**config.mk**
```make
export PLATFORM = sky130hd
export DESIGN_NAME = ccp_core
export DESIGN_NICKNAME = d
export VERILOG_FILES = /design/src/shared/ccp_pkg.sv /design/src/shared/ccp_alu_if.sv /design/src/design/ccp_alu.sv /design/src/design/ccp_core.sv
export SDC_FILE = /design/constraint.sdc
export NUM_CORES = 1
export LEC_CHECK = 0
export BUFFER_PORTS_ARGS = -buffer_cell sky130_fd_sc_hd__buf_2
export CAP_MARGIN = 20
export CORE_ASPECT_RATIO = 1.2
export CORE_UTILIZATION = 25
export CTS_BUF_LIST = sky130_fd_sc_hd__clkbuf_16
export CTS_CLUSTER_DIAMETER = 120
export DETAILED_ROUTE_END_ITERATION = 16
export MAX_ROUTING_LAYER = met4
export PLACE_DENSITY = 0.4
export SYNTH_ARGS = -nofsm -noshare
export SYNTH_HDL_FRONTEND = slang
export SYNTH_SLANG_ARGS = --single-unit
```
**constraint.sdc**
```tcl
create_clock -name I_CLK -period 2.55 [get_ports I_CLK]
set_input_delay 0.255 -clock I_CLK [delete_from_list [all_inputs] [get_ports I_CLK]]
set_output_delay 0.255 -clock I_CLK [all_outputs]
set_load 0.03 [all_outputs]
```
**src/shared/ccp_pkg.sv**
```systemverilog
package ccp_pkg;
  // Register byte offsets
  localparam logic [7:0] CCP_CTRL_OFS = 8'h00;
  localparam logic [7:0] CCP_OPER_OFS = 8'h04;
  localparam logic [7:0] CCP_ALU_CMD_OFS = 8'h08;
  localparam logic [7:0] CCP_RESULT_OFS = 8'h0C;
  localparam logic [7:0] CCP_ADDR_CMD_OFS = 8'h10;
  localparam logic [7:0] CCP_ADDR_STAT_OFS = 8'h14;
  // Control register fields
  localparam int CCP_CARRY_BIT = 0;
  localparam int CCP_COM_BIT = 1;
  localparam int CCP_WC_BIT = 3;
  localparam int CCP_CC_LSB = 6;
  // Address command and status fields; operand B field
  localparam int CCP_KIND_LSB = 16;
  localparam int CCP_PAGE_LSB = 13;
  localparam int CCP_LATCH_LSB = 16;
  localparam int CCP_BUSY_BIT = 18;
  localparam int CCP_OPB_LSB = 8;
  // Address geometry
  localparam int CCP_LOW_W = 13;
  localparam int CCP_ADDR_W = 15;
  localparam int CCP_PAGE_BYTES = 8192;
  localparam logic [1:0] CCP_PAGE_RESET = 2'h0;
  localparam logic [1:0] CCP_PAGE_IRQ = 2'h0;
  // Timing
  localparam int CCP_INDIRECT_HOLD = 1;
  // Condition code values
  localparam logic [1:0] CCP_CC_GT = 2'h1;
  localparam logic [1:0] CCP_CC_EQ = 2'h0;
  localparam logic [1:0] CCP_CC_LT = 2'h2;
  // ALU operations
  localparam logic [2:0] CCP_OP_ADD = 3'h0;
  localparam logic [2:0] CCP_OP_SUB = 3'h1;
  localparam logic [2:0] CCP_OP_CMP = 3'h2;
  localparam logic [2:0] CCP_OP_ROL = 3'h3;
  localparam logic [2:0] CCP_OP_ROR = 3'h4;
  // Memory access kinds
  localparam logic [2:0] CCP_ACC_FETCH = 3'h0;
  localparam logic [2:0] CCP_ACC_DIRECT = 3'h1;
  localparam logic [2:0] CCP_ACC_INDIRECT = 3'h2;
  localparam logic [2:0] CCP_ACC_BRANCH = 3'h3;
  localparam logic [2:0] CCP_ACC_IRQ = 3'h4;

  typedef enum logic [0:0] {CCP_ADR_IDLE, CCP_ADR_HOLD} ccp_adr_e;
endpackage

```
**src/shared/ccp_alu_if.sv**
```systemverilog
`timescale 1ns/1ps
interface ccp_alu_if;
  logic [2:0] op;
  logic [7:0] a;
  logic [7:0] b;
  logic carry_in;
  logic wc;
  logic compare_mode_bit;
  logic [7:0] result;
  logic carry_out;
  logic [1:0] cc;
  logic valid_op;

  modport core (output op, output a, output b, output carry_in, output wc, output compare_mode_bit,
    input result, input carry_out, input cc, input valid_op);
  modport alu (input op, input a, input b, input carry_in, input wc, input compare_mode_bit,
    output result, output carry_out, output cc, output valid_op);
endinterface

```
**src/design/ccp_alu.sv**
```systemverilog
`timescale 1ns/1ps
module ccp_alu
  import ccp_pkg::*;
(
  ccp_alu_if.alu bus
);
  logic [8:0] wide;
  logic cin;
  logic gt;
  logic eq;

  always_comb
  begin
    wide = 9'h000;
    cin = 1'b0;
    gt = 1'b0;
    eq = (bus.a == bus.b);
    bus.result = bus.a;
    bus.carry_out = bus.carry_in;
    bus.valid_op = 1'b1;
    if (bus.compare_mode_bit)
      gt = (bus.a > bus.b);
    else
      gt = ($signed(bus.a) > $signed(bus.b));
    case (bus.op)
      CCP_OP_ADD:
      begin
        cin = bus.wc & bus.carry_in;
        wide = {1'b0, bus.a} + {1'b0, bus.b} + {8'h00, cin};
        bus.result = wide[7:0];
        bus.carry_out = wide[8];
      end
      CCP_OP_SUB:
      begin
        // Zero carry means borrow, so the extra unit is the inverted flag
        cin = bus.wc & ~bus.carry_in;
        wide = {1'b0, bus.a} - {1'b0, bus.b} - {8'h00, cin};
        bus.result = wide[7:0];
        bus.carry_out = ~wide[8];
      end
      CCP_OP_ROL:
      begin
        if (bus.wc)
        begin
          bus.result = {bus.a[6:0], bus.carry_in};
          bus.carry_out = bus.a[7];
        end
        else
          bus.result = {bus.a[6:0], bus.a[7]};
      end
      CCP_OP_ROR:
      begin
        if (bus.wc)
        begin
          bus.result = {bus.carry_in, bus.a[7:1]};
          bus.carry_out = bus.a[0];
        end
        else
          bus.result = {bus.a[0], bus.a[7:1]};
      end
      CCP_OP_CMP: bus.result = bus.a;
      default: bus.valid_op = 1'b0;
    endcase
    // Loaded value sets the code from its sign; compare sets it by relation
    if (bus.op == CCP_OP_CMP)
      bus.cc = gt ? CCP_CC_GT : (eq ? CCP_CC_EQ : CCP_CC_LT);
    else if (bus.result == 8'h00)
      bus.cc = CCP_CC_EQ;
    else
      bus.cc = bus.result[7] ? CCP_CC_LT : CCP_CC_GT;
  end
endmodule

```
**src/design/ccp_core.sv**
```systemverilog
`timescale 1ns/1ps
module ccp_core
  import ccp_pkg::*;
#(
  parameter int HOLD_CYCLES = CCP_INDIRECT_HOLD
)
(
  // Clock, reset, enable
  input wire logic I_CLK,
  input wire logic I_ARST_N,
  input wire logic I_CE,
  // APB slave
  input wire logic I_PSEL,
  input wire logic I_PENABLE,
  input wire logic I_PWRITE,
  input wire logic [7:0] I_PADDR,
  input wire logic [31:0] I_PWDATA,
  output logic [31:0] O_PRDATA,
  output logic O_PREADY,
  output logic O_PSLVERR,
  // Memory address lines
  output logic [12:0] O_LOW_ADDRESS_LINES,
  output logic O_PAGE_ADDRESS_LINE_LOW,
  output logic O_PAGE_ADDRESS_LINE_HIGH,
  output logic O_ADDR_STROBE,
  // Status view
  output logic O_CARRY,
  output logic [1:0] O_CONDITION_CODE
);
  localparam int HOLD_W = (HOLD_CYCLES > 1) ? $clog2(HOLD_CYCLES) : 1;
  localparam logic [HOLD_W-1:0] HOLD_LOAD = HOLD_W'(HOLD_CYCLES - 1);

  typedef struct packed {
    ccp_adr_e st;
    logic pready;
    logic pslverr;
    logic [31:0] prdata;
    logic carry;
    logic compare_mode_bit;
    logic wc;
    logic [1:0] cc;
    logic [7:0] op_a;
    logic [7:0] op_b;
    logic [7:0] result;
    logic [1:0] page;
    logic [1:0] page_out;
    logic [12:0] low_addr;
    logic strobe;
    logic [HOLD_W-1:0] hold;
  } ccp_state_s;

  localparam ccp_state_s RESET_STATE = '{
    st: CCP_ADR_IDLE,
    pready: 1'b0,
    pslverr: 1'b0,
    prdata: 32'h0000_0000,
    carry: 1'b0,
    compare_mode_bit: 1'b0,
    wc: 1'b0,
    cc: 2'h0,
    op_a: 8'h00,
    op_b: 8'h00,
    result: 8'h00,
    page: CCP_PAGE_RESET,
    page_out: CCP_PAGE_RESET,
    low_addr: 13'h0000,
    strobe: 1'b0,
    hold: '0
  };

  ccp_state_s state_reg;
  ccp_state_s state_next;

  ccp_alu_if alu_bus ();

  ccp_alu u_alu (
    .bus (alu_bus)
  );

  // ALU sees stored operands; the operation comes with the command write
  assign alu_bus.op = I_PWDATA[2:0];
  assign alu_bus.a = state_reg.op_a;
  assign alu_bus.b = state_reg.op_b;
  assign alu_bus.carry_in = state_reg.carry;
  assign alu_bus.wc = state_reg.wc;
  assign alu_bus.compare_mode_bit = state_reg.compare_mode_bit;

  logic setup;
  logic commit;
  logic hit;
  logic [31:0] rd_word;
  logic [2:0] kind;
  logic [1:0] tgt_page;
  logic [12:0] tgt_low;

  assign setup = I_PSEL & ~I_PENABLE;
  assign commit = I_PSEL & I_PENABLE & state_reg.pready;
  assign kind = I_PWDATA[CCP_KIND_LSB +: 3];
  assign tgt_page = I_PWDATA[CCP_PAGE_LSB +: 2];
  assign tgt_low = I_PWDATA[CCP_LOW_W-1:0];

  // Read mux and decode, evaluated in the setup cycle
  always_comb
  begin
    rd_word = 32'h0000_0000;
    hit = 1'b1;
    if (I_PADDR == CCP_CTRL_OFS)
    begin
      rd_word[CCP_CARRY_BIT] = state_reg.carry;
      rd_word[CCP_COM_BIT] = state_reg.compare_mode_bit;
      rd_word[CCP_WC_BIT] = state_reg.wc;
      rd_word[CCP_CC_LSB +: 2] = state_reg.cc;
    end
    else if (I_PADDR == CCP_OPER_OFS)
    begin
      rd_word[7:0] = state_reg.op_a;
      rd_word[CCP_OPB_LSB +: 8] = state_reg.op_b;
    end
    else if (I_PADDR == CCP_ALU_CMD_OFS)
      rd_word = 32'h0000_0000;
    else if (I_PADDR == CCP_RESULT_OFS)
      rd_word[7:0] = state_reg.result;
    else if (I_PADDR == CCP_ADDR_CMD_OFS)
      rd_word = 32'h0000_0000;
    else if (I_PADDR == CCP_ADDR_STAT_OFS)
    begin
      rd_word[CCP_LOW_W-1:0] = state_reg.low_addr;
      rd_word[CCP_PAGE_LSB +: 2] = state_reg.page_out;
      rd_word[CCP_LATCH_LSB +: 2] = state_reg.page;
      rd_word[CCP_BUSY_BIT] = (state_reg.st == CCP_ADR_HOLD);
    end
    else
      hit = 1'b0;
  end

  always_comb
  begin
    state_next = state_reg;
    // Registered ready: one access cycle per transfer, no wait states
    state_next.pready = setup;
    state_next.strobe = 1'b0;
    if (setup)
    begin
      state_next.prdata = rd_word;
      state_next.pslverr = ~hit;
    end

    // Temporary indirect page expires back to the latched page
    case (state_reg.st)
      CCP_ADR_IDLE:
        state_next.page_out = state_reg.page;
      CCP_ADR_HOLD:
      begin
        if (state_reg.hold == '0)
        begin
          state_next.page_out = state_reg.page;
          state_next.st = CCP_ADR_IDLE;
        end
        else
          state_next.hold = state_reg.hold - HOLD_W'(1);
      end
      default:
        state_next.st = CCP_ADR_IDLE;
    endcase

    if (commit && I_PWRITE && hit)
    begin
      if (I_PADDR == CCP_CTRL_OFS)
      begin
        state_next.carry = I_PWDATA[CCP_CARRY_BIT];
        state_next.compare_mode_bit = I_PWDATA[CCP_COM_BIT];
        state_next.wc = I_PWDATA[CCP_WC_BIT];
        state_next.cc = I_PWDATA[CCP_CC_LSB +: 2];
      end
      else if (I_PADDR == CCP_OPER_OFS)
      begin
        state_next.op_a = I_PWDATA[7:0];
        state_next.op_b = I_PWDATA[CCP_OPB_LSB +: 8];
      end
      else if (I_PADDR == CCP_ALU_CMD_OFS)
      begin
        // Unknown operation codes leave every flag alone
        if (alu_bus.valid_op)
        begin
          state_next.cc = alu_bus.cc;
          if (alu_bus.op != CCP_OP_CMP)
          begin
            state_next.result = alu_bus.result;
            state_next.carry = alu_bus.carry_out;
          end
        end
      end
      else if (I_PADDR == CCP_ADDR_CMD_OFS)
      begin
        state_next.low_addr = tgt_low;
        state_next.strobe = 1'b1;
        state_next.st = CCP_ADR_IDLE;
        case (kind)
          CCP_ACC_FETCH:
            state_next.page_out = state_reg.page;
          CCP_ACC_DIRECT:
            state_next.page_out = state_reg.page;
          CCP_ACC_INDIRECT:
          begin
            // Latch untouched; only the lines carry the operand page
            state_next.page_out = tgt_page;
            state_next.hold = HOLD_LOAD;
            state_next.st = CCP_ADR_HOLD;
          end
          CCP_ACC_BRANCH:
          begin
            state_next.page = tgt_page;
            state_next.page_out = tgt_page;
          end
          CCP_ACC_IRQ:
          begin
            state_next.page = CCP_PAGE_IRQ;
            state_next.page_out = CCP_PAGE_IRQ;
          end
          default:
          begin
            state_next.strobe = 1'b0;
            state_next.low_addr = state_reg.low_addr;
          end
        endcase
      end
    end
  end

  always_ff @(posedge I_CLK or negedge I_ARST_N)
  begin
    if (!I_ARST_N)
      state_reg <= RESET_STATE;
    else if (I_CE)
      state_reg <= state_next;
  end

  assign O_PRDATA = state_reg.prdata;
  assign O_PREADY = state_reg.pready;
  assign O_PSLVERR = state_reg.pslverr;
  assign O_LOW_ADDRESS_LINES = state_reg.low_addr;
  assign O_PAGE_ADDRESS_LINE_LOW = state_reg.page_out[0];
  assign O_PAGE_ADDRESS_LINE_HIGH = state_reg.page_out[1];
  assign O_ADDR_STROBE = state_reg.strobe;
  assign O_CARRY = state_reg.carry;
  assign O_CONDITION_CODE = state_reg.cc;
endmodule

```
# Yosys cells after proc, flatten, opt, wreduce, memory -nomap -nowiden
# Cells that the tools add are included.
[totals]
inputBits = 46
regBits = 83
output_inout_bits = 53
[op_classes]
bitwise = 13
mux = 64
n_reduce_logical = 23
n_eq_ne = 18
addsub = 5
magnitude_cmp = 2
[op_table]
columns = ["cell", "n"]
rows = [
  ["two-way mux 17 bit", 5],
  ["two-way mux 16 bit", 2],
  ["two-way mux 32 bit", 1],
  ["case mux 8 bit (4 select lines)", 1],
  ["two-way mux 15 bit", 2],
  ["two-way mux 1 bit", 29],
  ["two-way mux 2 bit", 13],
  ["two-way mux 24 bit", 1],
  ["AND reduction 7 bit", 3],
  ["== test 8 x 4 -> 1 bit, second input constant", 2],
  ["== test 8 x 5 -> 1 bit, second input constant", 2],
  ["greater-than comparator 8 bit", 2],
  ["logical NOT 8 bit", 2],
  ["two-way mux 8 bit", 2],
  ["two-way mux 14 bit", 1],
  ["== test 3 x 2 -> 1 bit, second input constant", 4],
  ["two-way mux 11 bit", 1],
  ["OR reduction 5 bit", 2],
  ["adder 8 x 8 -> 9 bit", 1],
  ["adder 9 x 1 -> 9 bit", 1],
  ["AND reduction 9 bit", 1],
  ["subtractor 8 x 8 -> 9 bit", 1],
  ["subtractor 9 x 1 -> 9 bit", 1],
  ["== test 8 x 3 -> 1 bit, second input constant", 1],
  ["22 further kinds", 44],
]

# Logic depth before layout (Yosys ltp)
# Gate-level depths: netlist (run 1).
[logic_depth]
ltp_word = 11
depth_mapped = 11
depth_no_buf = 11

# Modules after synthesis
# A second synthesis (run 1) with hierarchy kept.
[unflattened]
hier_cells = 554
area_unflattened_um2 = 5181.2
[by_module_without_submodules]
columns = ["module", "n_inst", "cells_each", "seq_area_each_um2", "area_per_inst_um2"]
rows = [
  ["ccp_core", 1, 334, 1751.7, 3659.8],
  ["ccp_alu", 1, 220, 0.0, 1521.5],
]

# Worst setup path after synthesis (run 1)
# No wires, ideal clock.
[synth_timing]
kind = "register to register"
start = "register state_reg (netlist bit O_CARRY)"
end = "register state_reg (netlist bit O_CARRY)"
arrival_ns = 2.825
period_less_slack_ns = 2.963
setup_time_ns = 0.137
stages_incl_launch_ff = 11
setup_slack_ns = -0.413
path_buffers = 0
path_cell_list = "dfrtp_1 -> nand2b_1 -> fa_1 -> fa_1 -> nand2b_1 -> a31o_2 -> a21oi_1 -> a21oi_1 -> xor2_1 -> a2111oi_0 -> o41ai_1"
[synth_via]
elab_chain_len = 10
elab_cells_between_ends = 12
[synth_lines]
columns = ["element", "line", "rtl"]
rows = [
  ["start: declaration", "ccp_core.sv:71", "ccp_state_s state_reg;"],
  ["start signal: assignment", "ccp_core.sv:235", "state_reg <= state_next;"],
  ["NOT 1 bit", "ccp_alu.sv:36", "cin = bus.wc & ~bus.carry_in;"],
  ["bitwise AND 1 bit", "ccp_alu.sv:36", ""],
  ["subtractor 9 x 1 -> 9 bit", "ccp_alu.sv:37", "wide = {1'b0, bus.a} - {1'b0, bus.b} - {8'h00, cin};"],
  ["NOT 1 bit", "ccp_alu.sv:39", "bus.carry_out = ~wide[8];"],
  ["case mux 1 bit (4 select lines) *", "ccp_alu.sv:25", "case (bus.op)"],
  ["two-way mux 1 bit *", "ccp_core.sv:186", "if (alu_bus.op != CCP_OP_CMP)"],
  ["two-way mux 1 bit *", "ccp_core.sv:183", "if (alu_bus.valid_op)"],
  ["two-way mux 1 bit *", "ccp_core.sv:180", "else if (I_PADDR == CCP_ALU_CMD_OFS)"],
  ["two-way mux 1 bit *", "ccp_core.sv:175", "else if (I_PADDR == CCP_OPER_OFS)"],
  ["two-way mux 1 bit *", "ccp_core.sv:168", "if (I_PADDR == CCP_CTRL_OFS)"],
]
# Mark *: on every way between the ends. The rest lies on a longest branch, timed or not. The select of a mux whose other input is x is not followed.
# A chain may end at the register's enable or synchronous reset.

# Worst setup path after layout (run 1)
[layout_timing]
start = "register state_reg (netlist bit alu_bus.wc)"
end = "register state_reg (netlist bit O_CARRY)"
[layout_via]
elab_chain_len = 9
elab_cells_between_ends = 14
[layout_lines]
columns = ["element", "line"]
rows = [
  ["bitwise AND 1 bit", "ccp_alu.sv:36"],
  ["subtractor 9 x 1 -> 9 bit", "ccp_alu.sv:37"],
  ["NOT 1 bit", "ccp_alu.sv:39"],
  ["case mux 1 bit (4 select lines)", "ccp_alu.sv:25"],
  ["two-way mux 1 bit", "ccp_core.sv:186"],
  ["two-way mux 1 bit", "ccp_core.sv:183"],
  ["two-way mux 1 bit", "ccp_core.sv:180"],
  ["two-way mux 1 bit", "ccp_core.sv:175"],
  ["two-way mux 1 bit", "ccp_core.sv:168"],
]
# Parallel ways exist; a longest one is shown, timed or not. The select of a mux whose other input is x is not followed.

==> results of run 1 <==
cells by family after synthesis:
| family | after synthesis | share of synthesized area (%) |
|---|---|---|
| buf+inv | 116 | 13.0 |
| xor+xnor | 13 | 2.32 |
| compound gates | 146 | 20.7 |
| mux | 23 | 5.18 |
| fa+ha+maj | 33 | 9.03 |
| flops | 70 | 35.7 |
| other cells | 1 | 0.0764 |
| simple gates | 135 | 14.1 |
stage by stage:
step	cells	utilization (%)	setup WS [ps]
floorplan	549	-	-162
global placement	887	30.6	-496
detailed placement	887	30.6	-539
CTS	908	32.7	-383
global route	910	33.2	-325
finish	910	33.2	-261
cells in the mapped netlist, types with 3 or more instances:
master,n
a22o_1,4
a221oi_1,3
nand3_1,5
nor2_1,29
nor3_1,7
o221ai_1,5
dfrtp_1,70
o21bai_1,3
nand3b_1,5
mux2i_1,4
o21a_1,4
fa_1,4
a211oi_1,7
nand2b_1,4
and3_1,3
ha_1,29
xor2_1,3
nor2b_1,8
a22oi_1,6
or2_2,4
o21ai_0,35
mux2_2,18
inv_1,45
o31ai_1,4
a21oi_1,25
nand4_1,4
xnor2_1,10
buf_4,48
nand2_1,49
clkbuf_1,10
a21o_1,9
buf_2,9
o22ai_1,7
a222oi_1,12
cells in the final DEF, fill, tap and decap left out, types with 5 or more instances in the layout:
cell type,netlist,final
o21ai_0,35,31
clkbuf_16,0,9
a211oi_2,0,5
a21o_1,9,9
a21oi_1,25,21
a222oi_1,12,12
nand2_1,49,48
mux2_2,18,16
xnor2_1,10,7
nor2b_1,8,8
buf_4,48,86
inv_1,45,47
dfrtp_1,70,69
conb_1,1,13
a22oi_1,6,6
nor2_1,29,27
nand3b_1,5,5
buf_2,9,71
ha_1,29,28
nand3_1,5,5
nor3_1,7,6
o22ai_1,7,7
power breakdown:
group	switching [mW]	total, mW	leakage, nW	internal, mW
logic	0.176	0.259	2.12	0.0831
registers	0.00351	1.12	0.879	1.12
clock network	0.512	1.26	0.151	0.744
total	0.692	2.64	3.15	1.94
metal layers:
metal / vias up / wire length, um / GRT usage (%)
met5: - / 0 / -
met4: 0 / 306 / 5.15
met3: 13 / 514 / 3.16
met2: 108 / 8610 / 30.4
met1: 2204 / 6720 / 20.2
li1: 2082 / - / -
final cells by class:
cell class                      instances  area (sq um)
Tap cell                              256           320
Sequential cell                        70          1750
Inverter                               46           173
Clock buffer                            9           225
Clock inverter                          7          58.8
Multi-Input combinational cell        363          2770
Fill cell                            2048         12700
Timing Repair Buffer                  159          1020
path summary, 6_finish.rpt:
path	from	end	slack (ps)
setup / recovery	alu_bus.wc	O_CARRY	-260
hold / removal	I_ARST_N	O_LOW_ADDRESS_LINES[1]	30
setup reg to reg	alu_bus.wc	O_CARRY	-260
hold reg to reg	O_PRDATA[3]	O_PRDATA[3]	470
max in group asynchronous	I_ARST_N	O_CARRY	1780
min in group I_CLK	I_PWDATA[10]	alu_bus.b[2]	140
what timing repair did:
action / 4_1_cts / 5_1_grt
gates cloned: 0 / 0
buffers inserted: 6 / 2
resized for setup: 21 / 14
hold endpoints to repair: 0 / 0
pin swaps: 10 / 10
endpoints found under the setup margin: 7 / 8
==> flow_summary.ini, run 1 <==
[grt]
grt_pass1_vias = 4421
grt_pass1_wl_um = 25300
gr-usage-all-layers_pct = 17.4
gr-total-overflow = 0
grt_max_degree = 71
antenna_found_initial = 0

[sta]
finalSetupViolCount = 7
fin_crit_sh_pct = 110
slew_viol_final = 0
finalSetupTns_ps = -1010
whs_ps = 28.3
worst_pin_slew_ps = 969
hold_viol = 0
relSlewSlack_pct = 35.4
rsz0062_at_grt = true
fin_ws_ps = -261
fin_skew_ps = 7.78
max_freq_ghz = 0.356
post-route-min-period_ps = 2810

[clocking]
cts_tree = done
cts_buffers = 9
htree_levels = 3
clock-sinks = 70
clock_latency_ps = 350
cts_root_buf = clkbuf_16
clockBufferDepth = 2
holdBufCountCts = 0
clkSlewWorstSetupHoldPaths_ps = 60

[placed_design]
port_buffers = 72
placed_cell_area_sq_mm = 0.00583
place.gp.congestion = 0.859
dp_hpwl_um = 12500

[logic_synthesis]
post_synth_inst_count = 537
ys_ff_latch = 70
ys_seq_area_share_pct = 35.7
ys_async_sr_fraction_pct = 100
synth_area_sq_mm = 0.00491
yosysTopAreaCellShare_pct = 35.7
netlist_top_cells_area = dfrtp_1 36%, ha_1 7.4%, buf_4 7.3%
synth_warnings = 0
synth-edff-count = 0
synth_top_area_cell = dfrtp_1
synth-main-ff-cell = dfrtp_1
syn-mean-instance-area_sq_um = 9.14
synthDistinctLibCells = 72

[pwr]
pwr_density_cell_mw_per_mm2 = 417
ir_drop_v = 0.000326
power.leakage_nw = 3.15
total_power_mw = 2.64

[outcome]
status = complete, but fails checks
failed_checks = setup timing

[setup_path]
crit_required_ps = 2750
r2r_cells = 11
cp_top_family = compound AO/OA/AOI/OAI gates
path_max_fanout = 2
max_stage_delay_ps = 440
arrival_ps = 3010
path_buf_inv = 1
cp-start-kind = flip-flop
cp.depth = 11
cp_slowest_cell = fa_2
criticalPathCategory = reg -> reg
endpoint_kind = flip-flop
cp_cell_sequence = nand2_2 -> fa_2 -> fa_2 -> nor3_2 -> nor3_1 -> o31ai_1 -> buf_4 -> a211oi_1 -> a211oi_1 -> a2111oi_2 -> o41ai_2

[route]
via_count = 4407
drc = 0
avgViaCountPerCell = 4.84
wl_per_cell_um = 17.8
drt_iter0_drc = 242
dr.pass1.iters = 6
ant_nets = 0
wirelength_um = 16200

[cells_and_area]
area_growth_pct = 28.9
drive_gt1_share_pct = 36.2
diodes = 0
nets = 728
largest_reg_flops = 19
stdcell_area_sq_mm = 0.00632

[worst_hold_path]
hold_class = in -> async

[run]
maxCapViolCount = 0

[floorplanning]
core_sq_mm = 0.0191
pin_count = 99
die_h_um = 155
row_count = 55
die_x_um = 130
die_area_sq_mm = 0.0202
start_util_pct = 25.7
No activity file was read; power rests on OpenSTA's default activity.
==> inputs of run 2 (changes only) <==
--- a/config.mk
+++ b/config.mk
@@ -14,6 +14,7 @@
 export DETAILED_ROUTE_END_ITERATION = 16
 export MAX_ROUTING_LAYER = met4
 export PLACE_DENSITY = 0.4
+export RECOVER_POWER = 50
 export SYNTH_ARGS = -nofsm -noshare
 export SYNTH_HDL_FRONTEND = slang
 export SYNTH_SLANG_ARGS = --single-unit
==> flow_summary.ini, run 2 (same netlist as run 1, synthesis figures left out) <==
[placed_design]
port_buffers = 72
dp_hpwl_um = 12500
dp_cells = 887
place.gp.congestion = 0.859
placed_cell_area_sq_mm = 0.00583

[setup_path]
path_buf_inv = 1
arrival_ps = 3010
endpoint_kind = flip-flop
crit_required_ps = 2750
criticalPathCategory = reg -> reg
max_stage_delay_ps = 440
cp_cell_sequence = nand2_2 -> fa_2 -> fa_2 -> nor3_2 -> nor3_1 -> o31ai_1 -> buf_4 -> a211oi_1 -> a211oi_1 -> a2111oi_2 -> o41ai_2
cp-start-kind = flip-flop
cp_slowest_cell = fa_2
path_max_fanout = 2
cp_top_family = compound AO/OA/AOI/OAI gates

[outcome]
status = complete, but fails checks
failed_checks = capacitance limit, slew limit, setup timing

[cells_and_area]
final_common_cell = buf_4
instances_no_fill = 910
area_growth_pct = 28.3
layout_common_cells = 84 x buf_4, 69 x dfrtp_1, 57 x buf_2
drive_gt1_share_pct = 33.8
fill_cells = 2051
multi_input_area_sq_mm = 0.00276
seqCellArea_sq_mm = 0.00175
largest_reg_flops = 19
nets = 728
stdcell_area_sq_mm = 0.00629
fin_util_pct = 33.0
diodes = 0

[route]
via_count = 4384
wl_per_cell_um = 17.8
wl_met1_um = 6750
wirelength_um = 16200
dr.pass1.iters = 5
drc = 0
drt_iter0_drc = 241
avgViaCountPerCell = 4.82
ant_nets = 0
routed-wl-met2_um = 8630
dr_wl_met3_um = 504
top_layer = met4

[floorplanning]
die_x_um = 130
pin_count = 99
start_util_pct = 25.7
row_count = 55
die_area_sq_mm = 0.0202
core_sq_mm = 0.0191
die_h_um = 155

[sta]
max_freq_ghz = 0.356
post-route-min-period_ps = 2810
hold_viol = 0
relSlewSlack_pct = -25.6
fin_crit_sh_pct = 110
fin_skew_ps = 9.04
worst_pin_slew_ps = 1880
slew_viol_final = 71
finalSetupViolCount = 7
rsz0062_at_grt = true
whs_ps = 140
fin_ws_ps = -260

[pwr]
power.leakage_nw = 3.09
total_power_mw = 2.63
pwr_density_cell_mw_per_mm2 = 418
ir_drop_v = 0.000325

[clocking]
cts_root_buf = clkbuf_16
cts_tree = done
clockBufferDepth = 2
holdBufCountCts = 0
cts_buffers = 9
clock-sinks = 70
htree_levels = 3
clkSlewWorstSetupHoldPaths_ps = 60
clock_latency_ps = 350

[worst_hold_path]
hold_class = in -> reg

[grt]
grt_pass1_vias = 4421
grt_pass1_wl_um = 25300
grt_max_degree = 71
gr-total-overflow = 0
gr-usage-all-layers_pct = 17.4
antenna_found_initial = 0

[run]
maxCapViolCount = 1
## run 2: worst reg2reg max path: cells and delay by family (launching register included)
kind,cells,cell delay (ps)
compound gates,5,1000
flops,1,380
fa+ha+maj,2,860
buf+inv,1,150
simple gates,3,290
## run 2: metrics by stage
step	setup slack [ps]	setup TNS, ps
after global placement	-496	-1670
after CTS	-383	-1090
after floorplan	-162	-398
after detailed placement	-539	-1910
after global routing	-325	-1590
final	-260	-1020
## run 2: what timing repair did
action / CTS / global route
cloned: 0 / 0
gates resized for setup: 21 / 14
setup buffers: 6 / 2
hold endpoints to repair: 0 / 0
pin swaps: 10 / 10
endpoints found under the setup margin: 7 / 8
## run 2: final timing paths
kind	startpoint	to	slack [ps]	depth (start not counted)
max in group asynchronous	I_ARST_N	O_CARRY	840	1
min in group asynchronous	I_ARST_N	O_LOW_ADDRESS_LINES[1]	390	1
max	alu_bus.wc	O_CARRY	-260	11
min reg2reg	O_PRDATA[3]	O_PRDATA[3]	480	1
min	I_PWDATA[10]	alu_bus.b[2]	140	3
max reg2reg	alu_bus.wc	O_CARRY	-260	11
## run 2: final cells by class
type                       instances  share of cell area [%]
tap                              256                    5.09
clock inverter                     7                   0.935
clock buffer                       9                    3.58
multi-input combinational        363                    43.9
inverter                          46                    2.74
timing repair buffer             159                    15.9
sequential                        70                    27.9
## run 2: power by group
group / total (mW) / internal, mW / switching (mW)
sequential: 1.12 / 1.12 / 0.00367
clock: 1.25 / 0.744 / 0.511
combinational: 0.257 / 0.0809 / 0.176
total: 2.63 / 1.94 / 0.690
## run 2: layer usage
layer	global-route usage, %	up-vias
met4	5.15	0
met3	3.16	13
li1	-	2081
met2	30.4	105
met1	20.2	2185
met5	-	-
==> inputs of run 3 (changes only) <==
--- a/config.mk
+++ b/config.mk
@@ -8,6 +8,7 @@
 export BUFFER_PORTS_ARGS = -buffer_cell sky130_fd_sc_hd__buf_2
 export CAP_MARGIN = 20
 export CORE_ASPECT_RATIO = 1.2
+export CORE_MARGIN = 10
 export CORE_UTILIZATION = 25
 export CTS_BUF_LIST = sky130_fd_sc_hd__clkbuf_16
 export CTS_CLUSTER_DIAMETER = 120
==> flow_summary.ini, run 3 (same netlist as run 1, synthesis figures left out) <==
[sta]
finalSetupTns_ps = -745
post-route-min-period_ps = 2820
rsz0062_at_grt = true
relSlewSlack_pct = -23.4
slew_viol_final = 71
fin_ws_ps = -269
hold_viol = 0
finalSetupViolCount = 7
worst_pin_slew_ps = 1850
fin_crit_sh_pct = 111
fin_skew_ps = 4.90
max_freq_ghz = 0.355

[pwr]
internal_power_mw = 1.95
pwr_density_cell_mw_per_mm2 = 425
netSwitchingFraction_pct = 26.9
seqPwrFrac_pct = 42.0
p_sw_mw = 0.716
clock_power_share_pct = 48.7
pwr-share-comb_pct = 9.3
power.leakage_nw = 3.01
ir_drop_v = 0.000284

[setup_path]
endpoint_kind = flip-flop
cp_cell_sequence = buf_6 -> fa_2 -> fa_2 -> nand2b_4 -> a31o_4 -> a21oi_2 -> buf_4 -> xnor2_1 -> a21o_1 -> a2111oi_4 -> o31ai_2
startpoint = alu_bus.a[0]
arrival_ps = 3030
criticalPathCategory = reg -> reg
cp_top_family = compound AO/OA/AOI/OAI gates
cpMostUsedCell = fa_2
rr_startpoint = alu_bus.a[0]
path_buf_inv = 2
path_max_fanout = 3
crit_required_ps = 2760
max_stage_delay_ps = 400
cp-start-kind = flip-flop
cp_slowest_cell = dfrtp_1

[grt]
grt_pass1_vias = 4482
antenna_found_initial = 0
grt_max_degree = 71
grtUsageMet3_pct = 2.19
grt_use_met1_pct = 13.9
grt.busiest_layer = met2
gr-usage-all-layers_pct = 12.9
gr-total-overflow = 0
grt_pass1_wl_um = 25200
use_met2_pct = 22.7

[cells_and_area]
area_growth_pct = 28.0
instances_no_fill = 907
largest_reg_flops = 19
diodes = 0
nets = 720
layout_common_cells = 77 x buf_4, 69 x dfrtp_1, 57 x buf_2
drive_gt1_share_pct = 34.1
fill_cells = 2059
final_common_cell = buf_4

[clocking]
clockBufferDepth = 2
clock-sinks = 70
clkSlewWorstSetupHoldPaths_ps = 60
cts_tree = done
clock_latency_ps = 340
htree_levels = 3
cts_buffers = 9
cts_root_buf = clkbuf_16

[route]
dr.pass1.iters = 5
drt_iter0_drc = 191
via_count = 4322
wl_per_cell_um = 18.0
wirelength_um = 16300
ant_nets = 0
drc = 0
avgViaCountPerCell = 4.77

[worst_hold_path]
min_from = I_PWDATA[15]
hold_class = in -> reg

[placed_design]
place.gp.congestion = 0.855
port_buffers = 72
dp_cells = 886
post-place-ws_ps = -411
dp_hpwl_um = 12800

[floorplanning]
start_util_pct = 25.3
die_area_sq_mm = 0.0257
pin_count = 99
core_sq_mm = 0.0194
die_x_um = 148
row_count = 56
die_h_um = 173

[outcome]
status = complete, but fails checks
failed_checks = capacitance limit, slew limit, setup timing

[run]
maxCapViolCount = 1
run 3: final timing paths:
path	endpoint	slack, ps	depth (start not counted)
min	alu_bus.b[7]	140	3
max reg2reg	O_CONDITION_CODE[0]	-270	11
min in group asynchronous	O_LOW_ADDRESS_LINES[0]	410	1
min reg2reg	O_PRDATA[7]	470	1
max	O_CONDITION_CODE[0]	-270	11
max in group asynchronous	O_CARRY	920	1
run 3: power by group through the flow:
| stage | registers, mW | logic, mW | clock network [mW] |
|---|---|---|---|
| floorplan | 1.15 | 0.136 | 0 |
| global placement | 1.14 | 0.243 | 0 |
| detailed placement | 1.14 | 0.243 | 0 |
| CTS | 1.12 | 0.249 | 1.34 |
| global route | 1.12 | 0.273 | 1.38 |
| finish | 1.12 | 0.249 | 1.30 |
run 3: final cells by class:
class	count	area, sq um	share of cell area [%]
timing repair buffer	151	936	14.9
clock inverter	7	73.8	1.18
sequential	70	1750	27.9
inverter	46	173	2.75
tap	261	327	5.20
clock buffer	9	225	3.59
multi-input combinational	363	2790	44.5
run 3: timing repair:
action	CTS	global route
buffers inserted	4	2
hold buffers	0	0
pin swaps	6	12
resized for setup	12	28
endpoints found under the hold margin	0	0
cloned	0	0
setup endpoints to repair	7	8
run 3: per-layer routing:
metal	vias to the layer above	wire, um
met1	2145	6590
li1	2058	-
met4	0	469
met5	-	0
met3	24	674
met2	95	8610
run 3: worst min-delay path, stage by stage:
cell     delay [ps]
buf_2            80
nand2_1          40
o21ai_0          60
run 3: per-stage QoR:
| step | util [%] | hold slack [ps] | total power, mW | instance area [sq um] |
|---|---|---|---|---|
| finish | 32.3 | 137 | 2.67 | 6280 |
| global route | 32.3 | 147 | 2.78 | 6280 |
| CTS | 31.8 | 100 | 2.71 | 6170 |
| detailed placement | 29.9 | 460 | 1.38 | 5800 |
| global placement | 29.9 | 455 | 1.38 | 5800 |
| floorplan | - | -40.6 | 1.28 | 5000 |
